<file path="config.mk">
export PLATFORM = sky130hd
export DESIGN_NAME = pcra_host
export DESIGN_NICKNAME = d
export VERILOG_FILES = /design/src/rtl/pcra_pkg.sv /design/src/rtl/pcra_host.sv
export SDC_FILE = /design/constraint.sdc
export NUM_CORES = 1
export LEC_CHECK = 0
export CORE_ASPECT_RATIO = 1.5
export CORE_MARGIN = 2
export CORE_UTILIZATION = 35
export CTS_CLUSTER_DIAMETER = 150
export CTS_CLUSTER_SIZE = 12
export DETAILED_ROUTE_END_ITERATION = 8
export DONT_BUFFER_PORTS = 1
export SYNTH_ARGS = -nofsm -noshare
export SYNTH_HDL_FRONTEND = slang
export SYNTH_SLANG_ARGS = --single-unit
</file>
<file path="constraint.sdc">
create_clock -name mclk_in -period 3.1 [get_ports mclk_in]
set_clock_uncertainty 0.2 [all_clocks]
set_input_delay 0.31 -clock mclk_in [delete_from_list [all_inputs] [get_ports mclk_in]]
set_output_delay 0.31 -clock mclk_in [all_outputs]
set_load 0.1 [all_outputs]
</file>
<file path="src/rtl/pcra_pkg.sv">
// package: constants, types and register map of the configuration-register access controller
package pcra_pkg;

  // ----------------------------------------------------------------
  // timing
  // ----------------------------------------------------------------
  localparam int unsigned CLK_PERIOD_PS = 5000;
  localparam int unsigned T_ACCESS_NS   = 70;
  localparam int unsigned ACCESS_CYC    = (T_ACCESS_NS * 1000 + CLK_PERIOD_PS - 1) / CLK_PERIOD_PS;
  localparam logic [7:0]  RECOVERY_CYC  = 8'h01;

  // ----------------------------------------------------------------
  // software register map
  // ----------------------------------------------------------------
  localparam logic [4:0] OFF_CMD    = 5'h00;
  localparam logic [4:0] OFF_WDATA  = 5'h04;
  localparam logic [4:0] OFF_STATUS = 5'h08;
  localparam logic [4:0] OFF_RDATA  = 5'h0c;
  localparam logic [4:0] OFF_SHADOW = 5'h10;
  localparam logic [4:0] OFF_TIMING = 5'h14;

  localparam int unsigned CMD_METHOD_LSB = 0;
  localparam int unsigned CMD_WRITE_BIT  = 2;
  localparam int unsigned CMD_SEL_LSB    = 3;
  localparam int unsigned CMD_FOLLOW_BIT = 5;
  localparam int unsigned ST_BUSY_BIT    = 0;
  localparam int unsigned ST_ERR_BIT     = 1;
  localparam int unsigned ST_DONE_BIT    = 2;

  localparam logic [1:0] METH_PIN_ASYNC = 2'h0;
  localparam logic [1:0] METH_PIN_SYNC  = 2'h1;
  localparam logic [1:0] METH_SOFT      = 2'h2;

  localparam logic [1:0] SEL_REFRESH = 2'h0;
  localparam logic [1:0] SEL_BUS     = 2'h1;
  localparam logic [1:0] SEL_ID      = 2'h2;

  // ----------------------------------------------------------------
  // device side encodings
  // ----------------------------------------------------------------
  localparam int unsigned REG_CODE_LSB  = 18;
  localparam logic [1:0]  CODE_REFRESH  = 2'h0;
  localparam logic [1:0]  CODE_BUS      = 2'h2;
  localparam logic [1:0]  CODE_ID       = 2'h1;
  localparam logic [15:0] WORD_REFRESH  = 16'h0000;
  localparam logic [15:0] WORD_BUS      = 16'h0001;
  localparam logic [15:0] WORD_ID       = 16'h0002;
  localparam logic [2:0]  SOFT_STEPS    = 3'h4;
  localparam logic [15:0] BUS_CONFIG_RESET = 16'h9d1f;
  localparam int unsigned BC_LAT_LSB    = 11;
  localparam int unsigned BC_WAITPOL_BIT = 10;

  // ----------------------------------------------------------------
  // types
  // ----------------------------------------------------------------
  typedef enum logic [5:0] {
    ST_IDLE = 6'h01,
    ST_LOAD = 6'h02,
    ST_AACT = 6'h04,
    ST_AREL = 6'h08,
    ST_SADV = 6'h10,
    ST_SLAT = 6'h20
  } pcra_state_t;

  typedef struct packed {
    logic        wr;
    logic        rsel;
    logic        top;
    logic        sync;
    logic        data;
    logic [15:0] val;
  } pcra_op_t;

  typedef struct packed {
    logic ce_n;
    logic av_n;
    logic we_n;
    logic oe_n;
    logic be_n;
    logic rsel;
    logic clk;
  } pcra_ctl_t;

endpackage

</file>
<file path="src/rtl/pcra_host.sv">
// controller that loads and reads the memory's configuration registers through its pins
//
// The implementer's own choices: strobed register access and the placing of the registers.
`timescale 1ns/10ps
`default_nettype none

// Notes on behaviour
// - select pin high for registers, low array
// - pin register write value rides address lines
// - address bits 19:18 choose the register
// - array read follows a register access
// - sync write is one word, chip held
// - sync read is one word, chip held
// - wait stretches sync chip-enable low time
// - software load: read, read, write, write
// - software read ends with fourth read
// - software sequence uses the highest address
// - third word selects the register
// - software path works with select pin low
// - registers change only from standby
module pcra_host
  import pcra_pkg::*;
#(
  parameter int unsigned ADDR_W = 23
) (
  // clock and reset
  input  wire logic              mclk_in,
  input  wire logic              rst_b_in,
  // software register port
  input  wire logic [4:0]        reg_addr_in,
  input  wire logic [31:0]       reg_wdata_in,
  input  wire logic              reg_wr_in,
  input  wire logic              reg_rd_in,
  output logic      [31:0]       reg_rdata_out,
  // memory pins
  output logic                   mem_ce_n_out,
  output logic                   mem_addr_valid_n_out,
  output logic                   mem_we_n_out,
  output logic                   mem_oe_n_out,
  output logic                   mem_low_byte_enable_n_out,
  output logic                   mem_high_byte_enable_n_out,
  output logic                   mem_reg_select_pin_out,
  output logic                   mem_clk_out,
  output logic      [ADDR_W-1:0] mem_addr_out,
  output logic      [15:0]       mem_dq_out,
  output logic                   mem_dq_oe_out,
  input  wire logic [15:0]       mem_dq_in,
  input  wire logic              mem_wait_in
);

  // ----------------------------------------------------------------
  // state
  // ----------------------------------------------------------------
  pcra_state_t       st_q,     st_d;
  pcra_ctl_t         ctl_q,    ctl_d;
  logic [ADDR_W-1:0] addr_q,   addr_d;
  logic [15:0]       dq_q,     dq_d;
  logic              dq_oe_q,  dq_oe_d;
  logic [2:0]        step_q,   step_d;
  logic [7:0]        cnt_q,    cnt_d;
  logic [5:0]        cmd_q,    cmd_d;
  logic [15:0]       wdata_q,  wdata_d;
  logic [15:0]       rdat_q,   rdat_d;
  logic [15:0]       shadow_q, shadow_d;
  logic [7:0]        timing_q, timing_d;
  logic              err_q,    err_d;
  logic              done_q,   done_d;
  logic [31:0]       rbus_q,   rbus_d;

  pcra_op_t          cur;
  logic [1:0]        method;
  logic [1:0]        sel;
  logic [2:0]        total;
  logic              last;
  logic              waiting;
  logic              cmd_wr;
  logic              bad;

  // ----------------------------------------------------------------
  // operation list for each step of a command
  // ----------------------------------------------------------------
  function automatic pcra_op_t op_of(input logic [5:0] cmd, input logic [2:0] step, input logic [15:0] wd);
    logic [1:0] m;
    logic [1:0] s;
    pcra_op_t   o;
    m = cmd[CMD_METHOD_LSB +: 2];
    s = cmd[CMD_SEL_LSB +: 2];
    o = '0;
    if (m == METH_SOFT && step < SOFT_STEPS) begin
      o.top = 1'b1;
      o.wr  = (step == 3'h2) || (step == 3'h3 && cmd[CMD_WRITE_BIT]);
      o.data = (step == 3'h3);
      if (step == 3'h2) begin
        o.val = (s == SEL_BUS) ? WORD_BUS : (s == SEL_ID) ? WORD_ID : WORD_REFRESH;
      end else begin
        o.val = wd;
      end
    end else if (m != METH_SOFT && step == 3'h0) begin
      o.rsel = 1'b1;
      o.wr   = cmd[CMD_WRITE_BIT];
      o.sync = (m == METH_PIN_SYNC);
      o.data = 1'b1;
      o.val  = wd;
    end
    return o;
  endfunction

  always_comb begin
    method  = cmd_q[CMD_METHOD_LSB +: 2];
    sel     = cmd_q[CMD_SEL_LSB +: 2];
    cur     = op_of(cmd_q, step_q, wdata_q);
    total   = ((method == METH_SOFT) ? SOFT_STEPS : 3'h1) + {2'h0, cmd_q[CMD_FOLLOW_BIT]};
    last    = (step_q + 3'h1) >= total;
    waiting = (mem_wait_in == shadow_q[BC_WAITPOL_BIT]);
    cmd_wr  = reg_wr_in && reg_addr_in == OFF_CMD;
    bad     = reg_wdata_in[CMD_METHOD_LSB +: 2] == 2'h3 || reg_wdata_in[CMD_SEL_LSB +: 2] == 2'h3
              || (reg_wdata_in[CMD_WRITE_BIT] && reg_wdata_in[CMD_SEL_LSB +: 2] == SEL_ID);
  end

  // ----------------------------------------------------------------
  // next values
  // ----------------------------------------------------------------
  always_comb begin
    st_d     = st_q;
    ctl_d    = ctl_q;
    addr_d   = addr_q;
    dq_d     = dq_q;
    dq_oe_d  = dq_oe_q;
    step_d   = step_q;
    cnt_d    = cnt_q;
    cmd_d    = cmd_q;
    wdata_d  = wdata_q;
    rdat_d   = rdat_q;
    shadow_d = shadow_q;
    timing_d = timing_q;
    err_d    = err_q;
    done_d   = done_q;
    rbus_d   = 32'h0;
    if (reg_wr_in && reg_addr_in == OFF_WDATA) begin
      wdata_d = reg_wdata_in[15:0];
    end
    if (reg_wr_in && reg_addr_in == OFF_TIMING) begin
      timing_d = (reg_wdata_in[7:0] == 8'h00) ? 8'h01 : reg_wdata_in[7:0];
    end
    if (reg_rd_in) begin
      unique case (reg_addr_in)
        OFF_CMD:    rbus_d = {26'h0, cmd_q};
        OFF_WDATA:  rbus_d = {16'h0, wdata_q};
        OFF_STATUS: rbus_d = {29'h0, done_q, err_q, st_q != ST_IDLE};
        OFF_RDATA:  rbus_d = {16'h0, rdat_q};
        OFF_SHADOW: rbus_d = {16'h0, shadow_q};
        OFF_TIMING: rbus_d = {24'h0, timing_q};
        default:    rbus_d = 32'h0;
      endcase
    end
    unique case (st_q)
      ST_IDLE: begin
        ctl_d   = '{ce_n: 1'b1, av_n: 1'b1, we_n: 1'b1, oe_n: 1'b1, be_n: 1'b1, rsel: 1'b0, clk: 1'b0};
        dq_oe_d = 1'b0;
        if (cmd_wr) begin
          err_d  = bad;
          done_d = 1'b0;
          if (!bad) begin
            cmd_d  = reg_wdata_in[5:0];
            step_d = 3'h0;
            st_d   = ST_LOAD;
          end
        end
      end
      ST_LOAD: begin
        addr_d = cur.top ? {ADDR_W{1'b1}} : {ADDR_W{1'b0}};
        if (cur.rsel) begin
          addr_d[15:0] = cur.val;
          addr_d[REG_CODE_LSB +: 2] = (sel == SEL_BUS) ? CODE_BUS : (sel == SEL_ID) ? CODE_ID : CODE_REFRESH;
        end
        dq_d    = cur.val;
        dq_oe_d = cur.wr && !cur.rsel;
        ctl_d   = '{ce_n: 1'b0, av_n: 1'b0, we_n: !cur.wr, oe_n: cur.wr || cur.sync,
                    be_n: 1'b0, rsel: cur.rsel, clk: 1'b0};
        cnt_d   = timing_q;
        st_d    = cur.sync ? ST_SADV : ST_AACT;
      end
      ST_AACT: begin
        cnt_d = cnt_q - 8'h01;
        if (cnt_q == 8'h01) begin
          if (!cur.wr) begin
            rdat_d = mem_dq_in;
          end
          ctl_d = '{ce_n: 1'b1, av_n: 1'b1, we_n: 1'b1, oe_n: 1'b1, be_n: 1'b1, rsel: ctl_q.rsel, clk: 1'b0};
          cnt_d = RECOVERY_CYC;
          st_d  = ST_AREL;
        end
      end
      ST_AREL: begin
        cnt_d   = cnt_q - 8'h01;
        dq_oe_d = 1'b0;
        if (cnt_q == 8'h01) begin
          if (cur.data && sel == SEL_BUS) begin
            shadow_d = cur.wr ? cur.val : rdat_q;
          end
          step_d = step_q + 3'h1;
          if (last) begin
            done_d = 1'b1;
            st_d   = ST_IDLE;
          end else begin
            st_d   = ST_LOAD;
          end
        end
      end
      ST_SADV: begin
        ctl_d.clk = !ctl_q.clk;
        if (ctl_q.clk) begin
          ctl_d.av_n = 1'b1;
          cnt_d = {5'h0, shadow_q[BC_LAT_LSB +: 3]};
          st_d  = ST_SLAT;
        end
      end
      ST_SLAT: begin
        ctl_d.clk = !ctl_q.clk;
        ctl_d.oe_n = cur.wr;
        if (ctl_q.clk && !waiting) begin
          if (cnt_q == 8'h00) begin
            if (!cur.wr) begin
              rdat_d = mem_dq_in;
            end
            ctl_d = '{ce_n: 1'b1, av_n: 1'b1, we_n: 1'b1, oe_n: 1'b1, be_n: 1'b1, rsel: ctl_q.rsel, clk: 1'b0};
            cnt_d = RECOVERY_CYC;
            st_d  = ST_AREL;
          end else begin
            cnt_d = cnt_q - 8'h01;
          end
        end
      end
      default: begin
        st_d = ST_IDLE;
      end
    endcase
  end

  // ----------------------------------------------------------------
  // registers
  // ----------------------------------------------------------------
  always_ff @(posedge mclk_in) begin
    if (!rst_b_in) begin
      st_q     <= ST_IDLE;
      ctl_q    <= '{ce_n: 1'b1, av_n: 1'b1, we_n: 1'b1, oe_n: 1'b1, be_n: 1'b1, rsel: 1'b0, clk: 1'b0};
      addr_q   <= '0;
      dq_q     <= 16'h0;
      dq_oe_q  <= 1'b0;
      step_q   <= 3'h0;
      cnt_q    <= 8'h00;
      cmd_q    <= 6'h00;
      wdata_q  <= 16'h0;
      rdat_q   <= 16'h0;
      shadow_q <= BUS_CONFIG_RESET;
      timing_q <= 8'(ACCESS_CYC);
      err_q    <= 1'b0;
      done_q   <= 1'b0;
      rbus_q   <= 32'h0;
    end else begin
      st_q     <= st_d;
      ctl_q    <= ctl_d;
      addr_q   <= addr_d;
      dq_q     <= dq_d;
      dq_oe_q  <= dq_oe_d;
      step_q   <= step_d;
      cnt_q    <= cnt_d;
      cmd_q    <= cmd_d;
      wdata_q  <= wdata_d;
      rdat_q   <= rdat_d;
      shadow_q <= shadow_d;
      timing_q <= timing_d;
      err_q    <= err_d;
      done_q   <= done_d;
      rbus_q   <= rbus_d;
    end
  end

  assign reg_rdata_out              = rbus_q;
  assign mem_ce_n_out               = ctl_q.ce_n;
  assign mem_addr_valid_n_out       = ctl_q.av_n;
  assign mem_we_n_out               = ctl_q.we_n;
  assign mem_oe_n_out               = ctl_q.oe_n;
  assign mem_low_byte_enable_n_out  = ctl_q.be_n;
  assign mem_high_byte_enable_n_out = ctl_q.be_n;
  assign mem_reg_select_pin_out     = ctl_q.rsel;
  assign mem_clk_out                = ctl_q.clk;
  assign mem_addr_out               = addr_q;
  assign mem_dq_out                 = dq_q;
  assign mem_dq_oe_out              = dq_oe_q;

  // ----------------------------------------------------------------
  // checks
  // ----------------------------------------------------------------
  chk_array_select: assert property (@(posedge mclk_in) disable iff (!rst_b_in)
    (st_q == ST_AACT && !cur.rsel) |-> !mem_reg_select_pin_out) else $error("select pin high on array access");
  chk_value_on_addr: assert property (@(posedge mclk_in) disable iff (!rst_b_in)
    (st_q == ST_AACT && cur.rsel && cur.wr) |-> (mem_addr_out[15:0] == wdata_q && !mem_dq_oe_out))
    else $error("register write value not on address lines");
  chk_reg_code: assert property (@(posedge mclk_in) disable iff (!rst_b_in)
    (st_q == ST_AACT && cur.rsel && sel == SEL_BUS) |-> mem_addr_out[19:18] == 2'b10)
    else $error("wrong register code on address bits");
  chk_follow_read: assert property (@(posedge mclk_in) disable iff (!rst_b_in)
    (st_q == ST_AREL && cur.rsel && cmd_q[CMD_FOLLOW_BIT] && cnt_q == 8'h01)
    |-> ##2 (!mem_ce_n_out && !mem_reg_select_pin_out && !mem_oe_n_out))
    else $error("array read does not follow register access");
  chk_sync_ce_hold: assert property (@(posedge mclk_in) disable iff (!rst_b_in)
    (st_q == ST_SLAT) |-> (!mem_ce_n_out && mem_addr_valid_n_out)) else $error("chip enable dropped in sync access");
  chk_wait_stretch: assert property (@(posedge mclk_in) disable iff (!rst_b_in)
    (st_q == ST_SLAT && mem_clk_out && waiting) |=> (st_q == ST_SLAT && $stable(cnt_q)))
    else $error("wait cycle did not extend access");
  chk_soft_order: assert property (@(posedge mclk_in) disable iff (!rst_b_in)
    (st_q == ST_AACT && method == METH_SOFT && step_q < 3'h2) |-> (mem_we_n_out && !mem_oe_n_out))
    else $error("software sequence does not open with reads");
  chk_soft_addr: assert property (@(posedge mclk_in) disable iff (!rst_b_in)
    (st_q == ST_AACT && method == METH_SOFT && step_q < SOFT_STEPS)
    |-> (&mem_addr_out && !mem_reg_select_pin_out)) else $error("software step off highest address");
  chk_soft_select: assert property (@(posedge mclk_in) disable iff (!rst_b_in)
    (st_q == ST_AACT && method == METH_SOFT && step_q == 3'h2 && sel == SEL_BUS)
    |-> (mem_dq_out == 16'h0001 && mem_dq_oe_out && !mem_we_n_out)) else $error("wrong selector word");
  chk_start_idle: assert property (@(posedge mclk_in) disable iff (!rst_b_in)
    (st_q == ST_LOAD && step_q == 3'h0) |-> $past(mem_ce_n_out)) else $error("access started outside standby");

endmodule

`default_nettype wire

</file>
# Yosys cells after proc, flatten, opt, wreduce, memory -nomap -nowiden
# Cells that the tools add are included.
# Widths: inputs -> output; s select.
# totals
reg_bits,160
elab_cells,163
inputBits,58
# classes
n_mux,56
eq_ne,32
n_lt_le_gt_ge,2
bitwise_logic,3
add_sub_neg,3
reduce_logical,46
# op_table
operator,n
$mux 16,7
$pmux 16 s6,1
$mux 6,7
$mux 8,5
$pmux 8 s5,1
$pmux 6 s6,1
$pmux 16 s2,1
$mux 23,1
$mux 7,3
$mux 18,1
$ne 2x2->1 const B,9
$mux 17,1
$logic_not 8->1,2
$pmux 4 s4,1
$reduce_and 4->1,4
$mux 2,6
$mux 3,4
$reduce_and 3->1,4
$eq 2x2->1 const B,5
$eq 5x4->1 const B,2
$eq 5x5->1 const B,2
$logic_and 1x1->1,10
$reduce_bool 5->1,2
$mux 1,9
33 further kinds,53

# Longest topological paths before layout
# Gate-level depths: netlist (run 1).
# logic_depth
depth_word,8
depth_mapped,9

# Worst setup path before layout (run 1)
# Ideal clock, no wire load.
# synth_timing
path_kind,reg-to-reg
start,reg ctl_q (netlist bit mem_clk_out)
end,reg ctl_q (netlist bit mem_high_byte_enable_n_out)
arrival_time_ps,2557
setup_ps,60
t_required_ps,2840
path_slack_ps,282
stages_incl_launch_ff,6
cell_sequence,dfxtp_1 > inv_1 > o311ai_0 > and4_1 > nor3b_1 > o221a_2
# synth_between
elab_chain_len,3
# synth_rtl
item,line_no,rtl
"start, declared",pcra_host.sv:55,"pcra_ctl_t ctl_q, ctl_d;"
"start signal, assigned",pcra_host.sv:246,"ctl_q <= '{ce_n: 1'b1, av_n: 1'b1, we_n: 1'b1, oe_n: 1'b1, be_n: 1'b1, rsel: 1'b0, clk: 1'b0};"
"start signal, assigned",pcra_host.sv:262,ctl_q <= ctl_d;
$logic_and 1x1->1,pcra_host.sv:221,if (ctl_q.clk && !waiting) begin
$ne 2x2->1 (no line),n/a,
$reduce_and 4->1 (no line),n/a,
# Every way passes these cells.
# A chain may end at the register's enable or synchronous reset.

# Final worst setup path (run 1)
# layout_timing
start,reg cmd_q[1]
end,reg st_q[0]
# layout_between
elab_chain_len,7
# layout_rtl
item,line_no,rtl
"start, declared",pcra_host.sv:61,"logic [5:0] cmd_q, cmd_d;"
"start signal, assigned",pcra_host.sv:268,cmd_q <= cmd_d;
$eq 2x2->1,pcra_host.sv:112,"total = ((method == METH_SOFT) ? SOFT_STEPS : 3'h1) + {2'h0, cmd_q[CMD_FOLLOW_BIT]};"
$mux 3,pcra_host.sv:112,
$add 3x1->3,pcra_host.sv:112,
$ge 3x3->1,pcra_host.sv:113,last = (step_q + 3'h1) >= total;
$mux 2,pcra_host.sv:202,if (last) begin
$mux 6,pcra_host.sv:197,if (cnt_q == 8'h01) begin
$pmux 6 s6,pcra_host.sv:156,unique case (st_q)
"end signal, assigned",pcra_host.sv:261,st_q <= st_d;
"end, declared",pcra_host.sv:54,"pcra_state_t st_q, st_d;"
# Every way passes these cells. The select of a mux whose other input is x is not followed.

==> results of run 1 <==
## through the flow
step / worst slack (ns) / instances / utilization (%) / power, W / cell area (um2)
global route: 0.212 / 1035 / 42.4 / 0.00448 / 7640
CTS: 0.402 / 1035 / 42.4 / 0.00436 / 7640
finish: 0.406 / 1035 / 42.4 / 0.00434 / 7640
detailed placement: 0.413 / 965 / 36.9 / 0.00227 / 6660
global placement: 0.470 / 965 / 36.9 / 0.00227 / 6660
floorplan: 0.282 / 792 / - / 0.00222 / 6500
## area by class of cell
class                   instances  share of cell area [%]
clock inverters                10                    1.47
well taps                     217                    3.55
flip-flops and latches        140                    36.7
multi-input cells             561                    42.7
repair buffers                 71                    8.61
inverters                      14                   0.688
clock buffers                  22                    6.21
## final timing paths
check | to | depth (start not counted) | from
setup reg to reg | st_q[0] | 8 | cmd_q[1]
hold / removal | mem_oe_n_out | 2 | rst_b_in
hold reg to reg | mem_dq_out[2] | 2 | mem_dq_out[2]
setup / recovery | st_q[0] | 8 | cmd_q[1]
## flip-flops by register name (all words and copies together), names as in the netlist, 3 cells and up
register / flops
reg_rdata_out: 16
timing_q: 8
rdat_q: 16
mem_addr_out: 19
cnt_q: 8
mem_dq_out: 16
step_q: 3
st_q: 6
shadow_q: 16
wdata_q: 16
cmd_q: 6
## synthesized netlist by cell type, drive strengths merged (4+ instances only)
library cell,count,area share (%)
a31oi,26,2.5
a21oi,80,6.2
nand3b,5,0.58
inv,14,0.81
nor2b,6,0.58
nand3,40,3.1
ha,11,2.1
buf,29,3.4
mux2i,30,4.7
o21ai,45,3.5
nand2,118,6.9
nor3,25,2.1
a22oi,17,2.0
a222oi,10,1.6
nor2,42,2.5
clkbuf,48,2.8
or4,7,0.87
dfxtp,140,43
and2,8,0.82
and3,4,0.39
nor4,4,0.49
nand2b,6,0.58
a32o,7,1.1
## repair_timing
item / 4_1_cts / 5_1_grt
setup endpoints to repair: 0 / 0
setup buffers: 0 / 0
hold buffers: 38 / 0
endpoints found under the hold margin: 90 / 0
## layer usage
metal  track usage [%]  vias to the layer above  routed length, um
met1              24.7                     2818               7890
li1                  -                     2825                  -
met3              3.92                       59               1190
met2              36.8                      252              10600
met4              12.4                        0               1050
met5                 0                        -                  0
## worst reg2reg max path: cells and delay by family, from the launching register on
kind                     cells  cell delay, ns
adder cells (fa/ha/maj)      2            0.55
AO/OA/AOI/OAI                3            0.88
AND/OR/NAND/NOR              2            0.43
buffers and inverters        1            0.14
flip-flops                   1            0.39
## power by group
group | leakage (nW) | internal, W | switching, W
logic | 1.23 | 0.000121 | 0.000287
clock network | 0.283 | 0.00125 | 0.000794
registers | 1.13 | 0.00182 | 0.0000688
total | 2.64 | 0.00319 | 0.00115
## cells by family after synthesis
logic type,after synthesis,synth area share [%]
flip-flops,140,43.5
AND/OR/NAND/NOR,285,21.4
adder cells (fa/ha/maj),11,2.13
other,1,0.0582
multiplexers,30,4.66
AO/OA/AOI/OAI,217,21.1
buffers and inverters,91,6.98
XOR/XNOR,2,0.272
==> flow_metrics.env, run 1 <==
export IMPL_synth_edf_count=0
export IMPL_fill_cells=1798
export IMPL_worst_path_buf_inv=1
export IMPL_final_cell_mix="dfxtp_1, nand2_1, a21oi_1, o21ai_0, nor2_1"
export IMPL_syn_area_per_cell_um2=8.30
export IMPL_cp_start_kind="flip-flop"
export IMPL_vdd_drop_max_v=0.000298
export IMPL_rrSetupSlack_ns=0.41
export IMPL_syn_cell_area_um2=6450
export IMPL_nNetsFinal=874
export IMPL_tns_ns=0
export IMPL_cp_common_cell="ha_1"
export IMPL_max_cap_violations=0
export IMPL_p_per_area_nw_per_um2=568
export IMPL_cts_buffer_depth=2
export IMPL_multi_input_area_um2=3260
export IMPL_cts_root_buffer="clkbuf_16"
export IMPL_worst_slew_pin_slew_ns=1.03
export IMPL_cts_made_buffers=17
export IMPL_grt_max_degree=80
export IMPL_die_h_um=170
export IMPL_dp_hpwl_mm=14.2
export IMPL_fp_coreArea_um2=18000
export IMPL_fp_dieArea_um2=19500
export IMPL_area_delta_synth_final_pct=18.5
export IMPL_ys_ff_latch=140
export IMPL_period_share_pct=86.9
export IMPL_syn_inst=777
export IMPL_grt_pass1_vias=5641
export IMPL_drive_gt1_share_pct=10.1
export IMPL_hold_class="in2reg"
export IMPL_slew_headroom_pct=31.5
export IMPL_cp_top_family="compound AO/OA/AOI/OAI gates"
export IMPL_synth_ff_type="dfxtp_1"
export IMPL_antenna_found_initial=0
export IMPL_path_class="reg2reg"
export IMPL_worst_ep_required_time_ns=3.20
export IMPL_period_needed_ns=2.69
export IMPL_wirelength_mm=20.7
export IMPL_whs_ns=0.0135
export IMPL_antennaDiodeCount=0
export IMPL_grt_pass1_wl_mm=32.0
export IMPL_run_status="complete, no violations"
export IMPL_clk_latency_ns=0.42
export IMPL_htree_num_levels=4
export IMPL_rsz0062_at_grt="false"
export IMPL_first_pass_iters=7
export IMPL_die_width_um=115
export IMPL_synthArstFlopShare_pct=0
export IMPL_initial_utilization_pct=35.8
export IMPL_wl_per_cell_um=20.0
export IMPL_crit_path_end_kind="flip-flop"
export IMPL_drv_slew=0
export IMPL_setup_viol=0
export IMPL_p_leak_nw=2.64
export IMPL_final_common_cell="dfxtp_1"
export IMPL_fmax_mhz=371
export IMPL_antenna_left=0
export IMPL_area_sequential_um2=2810
export IMPL_yosys_warnings=0
export IMPL_cp_cell_sequence="nor2b_1 -> inv_1 -> ha_1 -> ha_1 -> nand2b_1 -> a21o_1 -> a211o_1 -> a311o_1"
export IMPL_grt_usage_pct=21.4
export IMPL_hold_violations=0
export IMPL_cp_slowest_cell="dfxtp_1"
export IMPL_cts_sinks=140
export IMPL_cpPeakStageDelay_ns=0.39
export IMPL_via_per_inst=5.75
export IMPL_drc=0
export IMPL_io_buffers=0
export IMPL_drt_initial_drc_count=451
export IMPL_vias=5954
export IMPL_clk_pin_slew_ns=0.06
export IMPL_grt_overflow=0
export IMPL_ioPinCount=138
export IMPL_critical_path_max_fanout=6
export IMPL_seq_area_frac_synth_pct=43.5
export IMPL_rows=60
export IMPL_crit_arrival_ns=2.79
export IMPL_cts_tree="yes"
export IMPL_gp_congestion=0.895
export IMPL_cts_resized=0
export IMPL_synth_cell_type_count=67
(Power assumes the default switching activity.)
==> run 2, diff against run 1 <==
BUFFER_PORTS_ARGS = -buffer_cell sky130_fd_sc_hd__buf_4   (was default)
CORE_MARGIN = default   (was 2)
DONT_BUFFER_PORTS = default   (was 1)
==> run 2 against run 1 <==
Net effect: cell area increased by 8.4%; non-clock buffer count increased by 88; flip-flop and latch count unchanged; maximum frequency increased by 0.18%; count of clock-buffer cells in the layout decreased by 2; clock power increased by 4%; wire length decreased by 0.95%; sequential power decreased by 2%; critical endpoint unchanged; critical path depth unchanged; highest routed layer unchanged.
==> flow_metrics.env, run 2 (synthesis results as in run 1) <==
export IMPL_vdd_drop_max_v=0.000334
export IMPL_hold_violations=0
export IMPL_tns_ns=0
export IMPL_r2r_start="cmd_q[1]"
export IMPL_setup_viol=0
export IMPL_crit_start="cmd_q[1]"
export IMPL_cp_slowest_cell="dfxtp_1"
export IMPL_cts_sinks=140
export IMPL_cpPeakStageDelay_ns=0.40
export IMPL_p_leak_nw=3.10
export IMPL_worst_ep_required_time_ns=3.21
export IMPL_wl_per_cell_um=18.3
export IMPL_max_cap_violations=0
export IMPL_cts_tree="yes"
export IMPL_grt_pass1_vias=5964
export IMPL_grt_max_degree=56
export IMPL_cts_buffer_depth=2
export IMPL_ioPinCount=138
export IMPL_crit_path_end_kind="flip-flop"
export IMPL_whs_ns=0.0562
export IMPL_antenna_found_initial=0
export IMPL_io_buffers=105
export IMPL_wirelength_mm=20.5
export IMPL_die_h_um=168
export IMPL_fmax_mhz=372
export IMPL_clk_pin_slew_ns=0.06
export IMPL_worst_slew_pin_slew_ns=0.962
export IMPL_grt_overflow=0
export IMPL_fp_dieArea_um2=19000
export IMPL_grt_usage_pct=22.0
export IMPL_min_from="reg_rd_in"
export IMPL_vias=6226
export IMPL_area_delta_synth_final_pct=28.5
export IMPL_run_status="complete, no violations"
export IMPL_htree_num_levels=4
export IMPL_cts_root_buffer="clkbuf_16"
export IMPL_initial_utilization_pct=35.8
export IMPL_nNetsFinal=962
export IMPL_via_per_inst=5.54
export IMPL_drt_initial_drc_count=476
export IMPL_grt_pass1_wl_mm=32.2
export IMPL_first_pass_iters=8
export IMPL_period_needed_ns=2.69
export IMPL_final_cell_mix="dfxtp_1, buf_4, nand2_1, a21oi_1, o21ai_0"
export IMPL_post_route_util_pct=46.0
export IMPL_drc=0
export IMPL_slew_headroom_pct=35.9
export IMPL_drive_gt1_share_pct=19.3
export IMPL_rrSetupSlack_ns=0.41
export IMPL_power_w=0.00449
export IMPL_rsz0062_at_grt="false"
export IMPL_die_width_um=113
export IMPL_gp_congestion=0.857
export IMPL_largest_register_ffs=19
export IMPL_cp_cell_sequence="nor2b_1 -> inv_1 -> ha_1 -> ha_1 -> nand2b_1 -> a21o_1 -> a211o_1 -> a311o_1"
export IMPL_cp_common_cell="ha_1"
export IMPL_fp_coreArea_um2=18000
export IMPL_dp_cells=1059
export IMPL_dp_hpwl_mm=14.3
export IMPL_cp_start_kind="flip-flop"
export IMPL_rows=60
export IMPL_stdcell_count=1123
export IMPL_clk_latency_ns=0.42
export IMPL_period_share_pct=86.8
export IMPL_antennaDiodeCount=0
export IMPL_p_per_area_nw_per_um2=542
export IMPL_drv_slew=0
export IMPL_post_cts_buffers=0
export IMPL_cts_made_buffers=17
export IMPL_critical_path_max_fanout=6
export IMPL_crit_arrival_ns=2.80
export IMPL_hold_class="in2reg"
export IMPL_path_class="reg2reg"
export IMPL_final_common_cell="dfxtp_1"
export IMPL_antenna_left=0
==> run 2: changes by cell type in the layout (fill, tap and decap cells not counted), sizes merged <==
cell	delta
clkinv	-2
bufinv	+1
clkinvlp	+1
dlygate4sd3	-5
clkbuf	-2
buf	+93
inv	+2
==> run 2: layout make-up <==
cell class,count,area [um2]
tap,217,272
inverter,14,52.6
timing repair buffer,159,1270
clock inverter,12,160
multi-input combinational,561,3270
fill,1801,9730
clock buffer,20,457
sequential,140,2800
==> run 2: worst paths after layout <==
check,end,depth (start not counted)
max,st_q[0],8
min,reg_rdata_out[2],3
min reg2reg,mem_dq_out[3],2
max reg2reg,st_q[0],8
==> run 2: repair_timing <==
action                    4_1_cts  5_1_grt
gates resized for setup         0        0
hold endpoints to repair       41        0
hold buffers                   32        0
==> run 2: report_power, final <==
part	leakage, nW	switching (W)	internal (W)
Clock	0.290	0.000817	0.00132
Sequential	1.13	0.0000312	0.00182
Combinational	1.68	0.000345	0.000161
==> run 2: worst max-delay path, delay by kind of cell (launching register included) <==
| kind | cells | cell delay, ns |
|---|---|---|
| AOI/OAI and AO/OA | 3 | 0.84 |
| adders and majority gates | 2 | 0.57 |
| and+or+nand+nor | 2 | 0.43 |
| DFF | 1 | 0.40 |
| buffers and inverters | 1 | 0.15 |
==> run 2: layer usage <==
layer,track usage (%),routed length (um),vias to the layer above
met1,24.7,8020,2963
met4,10.0,658,0
met3,3.89,871,41
met2,39.8,11000,215
met5,0,0,-
li1,-,-,3007
==> run 2: metrics by stage <==
step           area, um2  worst slack (ns)
6_report            8280             0.411
5_1_grt             8280             0.249
4_1_cts             8280             0.408
3_5_place_dp        7350             0.416
3_3_place_gp        7350             0.445
2_1_floorplan       6500             0.282
==> run 3, diff against run 2 <==
clock period = 3.4 ns   (was 3.1 ns; I/O delays follow)
==> run 3 against run 2 <==
Net effect: first-iteration DRC count is 18% lower; cell area decreased by 2.0%; register-to-register slack better by 0.28 ns; die area stayed put; maximum frequency fell by 0.76%; combinational power is 9.9% lower; global-route usage shrank 0.22 points; critical path type unchanged; largest cell class unchanged.
==> flow_metrics.env, run 3 (synthesis results as in run 1) <==
export IMPL_vdd_drop_max_v=0.000265
export IMPL_p_leak_nw=3.02
export IMPL_dp_hpwl_mm=14.3
export IMPL_largest_register_ffs=19
export IMPL_fmax_mhz=369
export IMPL_drt_initial_drc_count=389
export IMPL_period_share_pct=79.7
export IMPL_grt_pass1_wl_mm=31.3
export IMPL_cp_start_kind="flip-flop"
export IMPL_path_class="reg2reg"
export IMPL_worst_ep_required_time_ns=3.51
export IMPL_hold_violations=0
export IMPL_post_route_util_pct=45.0
export IMPL_grt_max_degree=56
export IMPL_fp_dieArea_um2=19000
export IMPL_grt_pass1_vias=5708
export IMPL_critical_path_max_fanout=6
export IMPL_antenna_found_initial=0
export IMPL_power_w=0.00386
export IMPL_cts_sinks=140
export IMPL_max_cap_violations=0
export IMPL_gp_congestion=0.861
export IMPL_grt_overflow=0
export IMPL_cts_buffer_depth=2
export IMPL_whs_ns=0.0121
export IMPL_area_delta_synth_final_pct=25.8
export IMPL_post_cts_buffers=0
export IMPL_final_cell_mix="dfxtp_1, buf_4, nand2_1, a21oi_1, o21ai_0"
export IMPL_antenna_left=0
export IMPL_clk_latency_ns=0.42
export IMPL_nNetsFinal=951
export IMPL_grt_usage_pct=21.7
export IMPL_die_h_um=168
export IMPL_via_per_inst=5.51
export IMPL_setup_viol=0
export IMPL_drv_slew=0
export IMPL_hold_class="in2reg"
export IMPL_crit_arrival_ns=2.82
export IMPL_worst_slew_pin_slew_ns=1.00
export IMPL_drc=0
export IMPL_crit_path_end_kind="flip-flop"
export IMPL_io_buffers=105
export IMPL_final_common_cell="dfxtp_1"
export IMPL_antennaDiodeCount=0
export IMPL_final_area_um2=8120
export IMPL_run_status="complete, no violations"
export IMPL_cts_made_buffers=17
export IMPL_period_needed_ns=2.71
export IMPL_htree_num_levels=4
export IMPL_cts_root_buffer="clkbuf_16"
export IMPL_cts_tree="yes"
export IMPL_clk_pin_slew_ns=0.06
export IMPL_p_per_area_nw_per_um2=475
export IMPL_tns_ns=0
export IMPL_ioPinCount=138
export IMPL_slew_headroom_pct=33.2
export IMPL_drive_gt1_share_pct=19.0
export IMPL_rows=60
export IMPL_initial_utilization_pct=35.8
export IMPL_wl_per_cell_um=18.6
export IMPL_dpl_cell_area_um2=7310
export IMPL_fp_coreArea_um2=18000
export IMPL_vias=6130
export IMPL_rsz0062_at_grt="false"
export IMPL_cts_resized=0
export IMPL_holdBufCountCts=26
export IMPL_die_width_um=113
export IMPL_wirelength_mm=20.7
export IMPL_first_pass_iters=6
run 3: metrics by stage:
step	instances	worst slack, ns
2_1_floorplan	792	0.582
3_3_place_gp	1054	0.760
3_5_place_dp	1054	0.726
4_1_cts	1112	0.712
5_1_grt	1112	0.572
6_report	1112	0.690
run 3: layout make-up:
class,instances,area [um2]
multi-input combinational,561,3270
timing repair buffer,148,1180
fill,1802,9900
clock inverter,12,88.8
inverter,14,52.6
sequential,140,2800
clock buffer,20,457
tap,217,272
run 3: worst paths after layout:
kind / slack [ns] / to / depth (start not counted) / from
max: 0.69 / st_q[0] / 8 / cmd_q[1]
min: 0.01 / wdata_q[0] / 3 / reg_wdata_in[0]
max reg2reg: 0.69 / st_q[0] / 8 / cmd_q[1]
min reg2reg: 0.25 / mem_dq_out[5] / 2 / mem_dq_out[5]
run 3: report_power, final:
group          leakage (nW)  internal [W]  total [W]  switching (W)
registers              1.13       0.00166    0.00169      0.0000290
clock network         0.259      0.000973    0.00171       0.000740
logic                  1.64      0.000141   0.000456       0.000315
run 3: worst max-delay path, stage by stage (launching register included):
cell and delay (ns):
dfxtp_1 0.40, nor2b_1 0.30, inv_1 0.13, ha_1 0.29
ha_1 0.26, nand2b_1 0.14, a21o_1 0.18, a211o_1 0.34
a311o_1 0.36
run 3: layer usage:
layer	GRT usage, %	share of wire (%)
met5	0	0
met4	10.7	3.6
met3	3.71	5.2
met2	39.8	53
met1	23.9	38
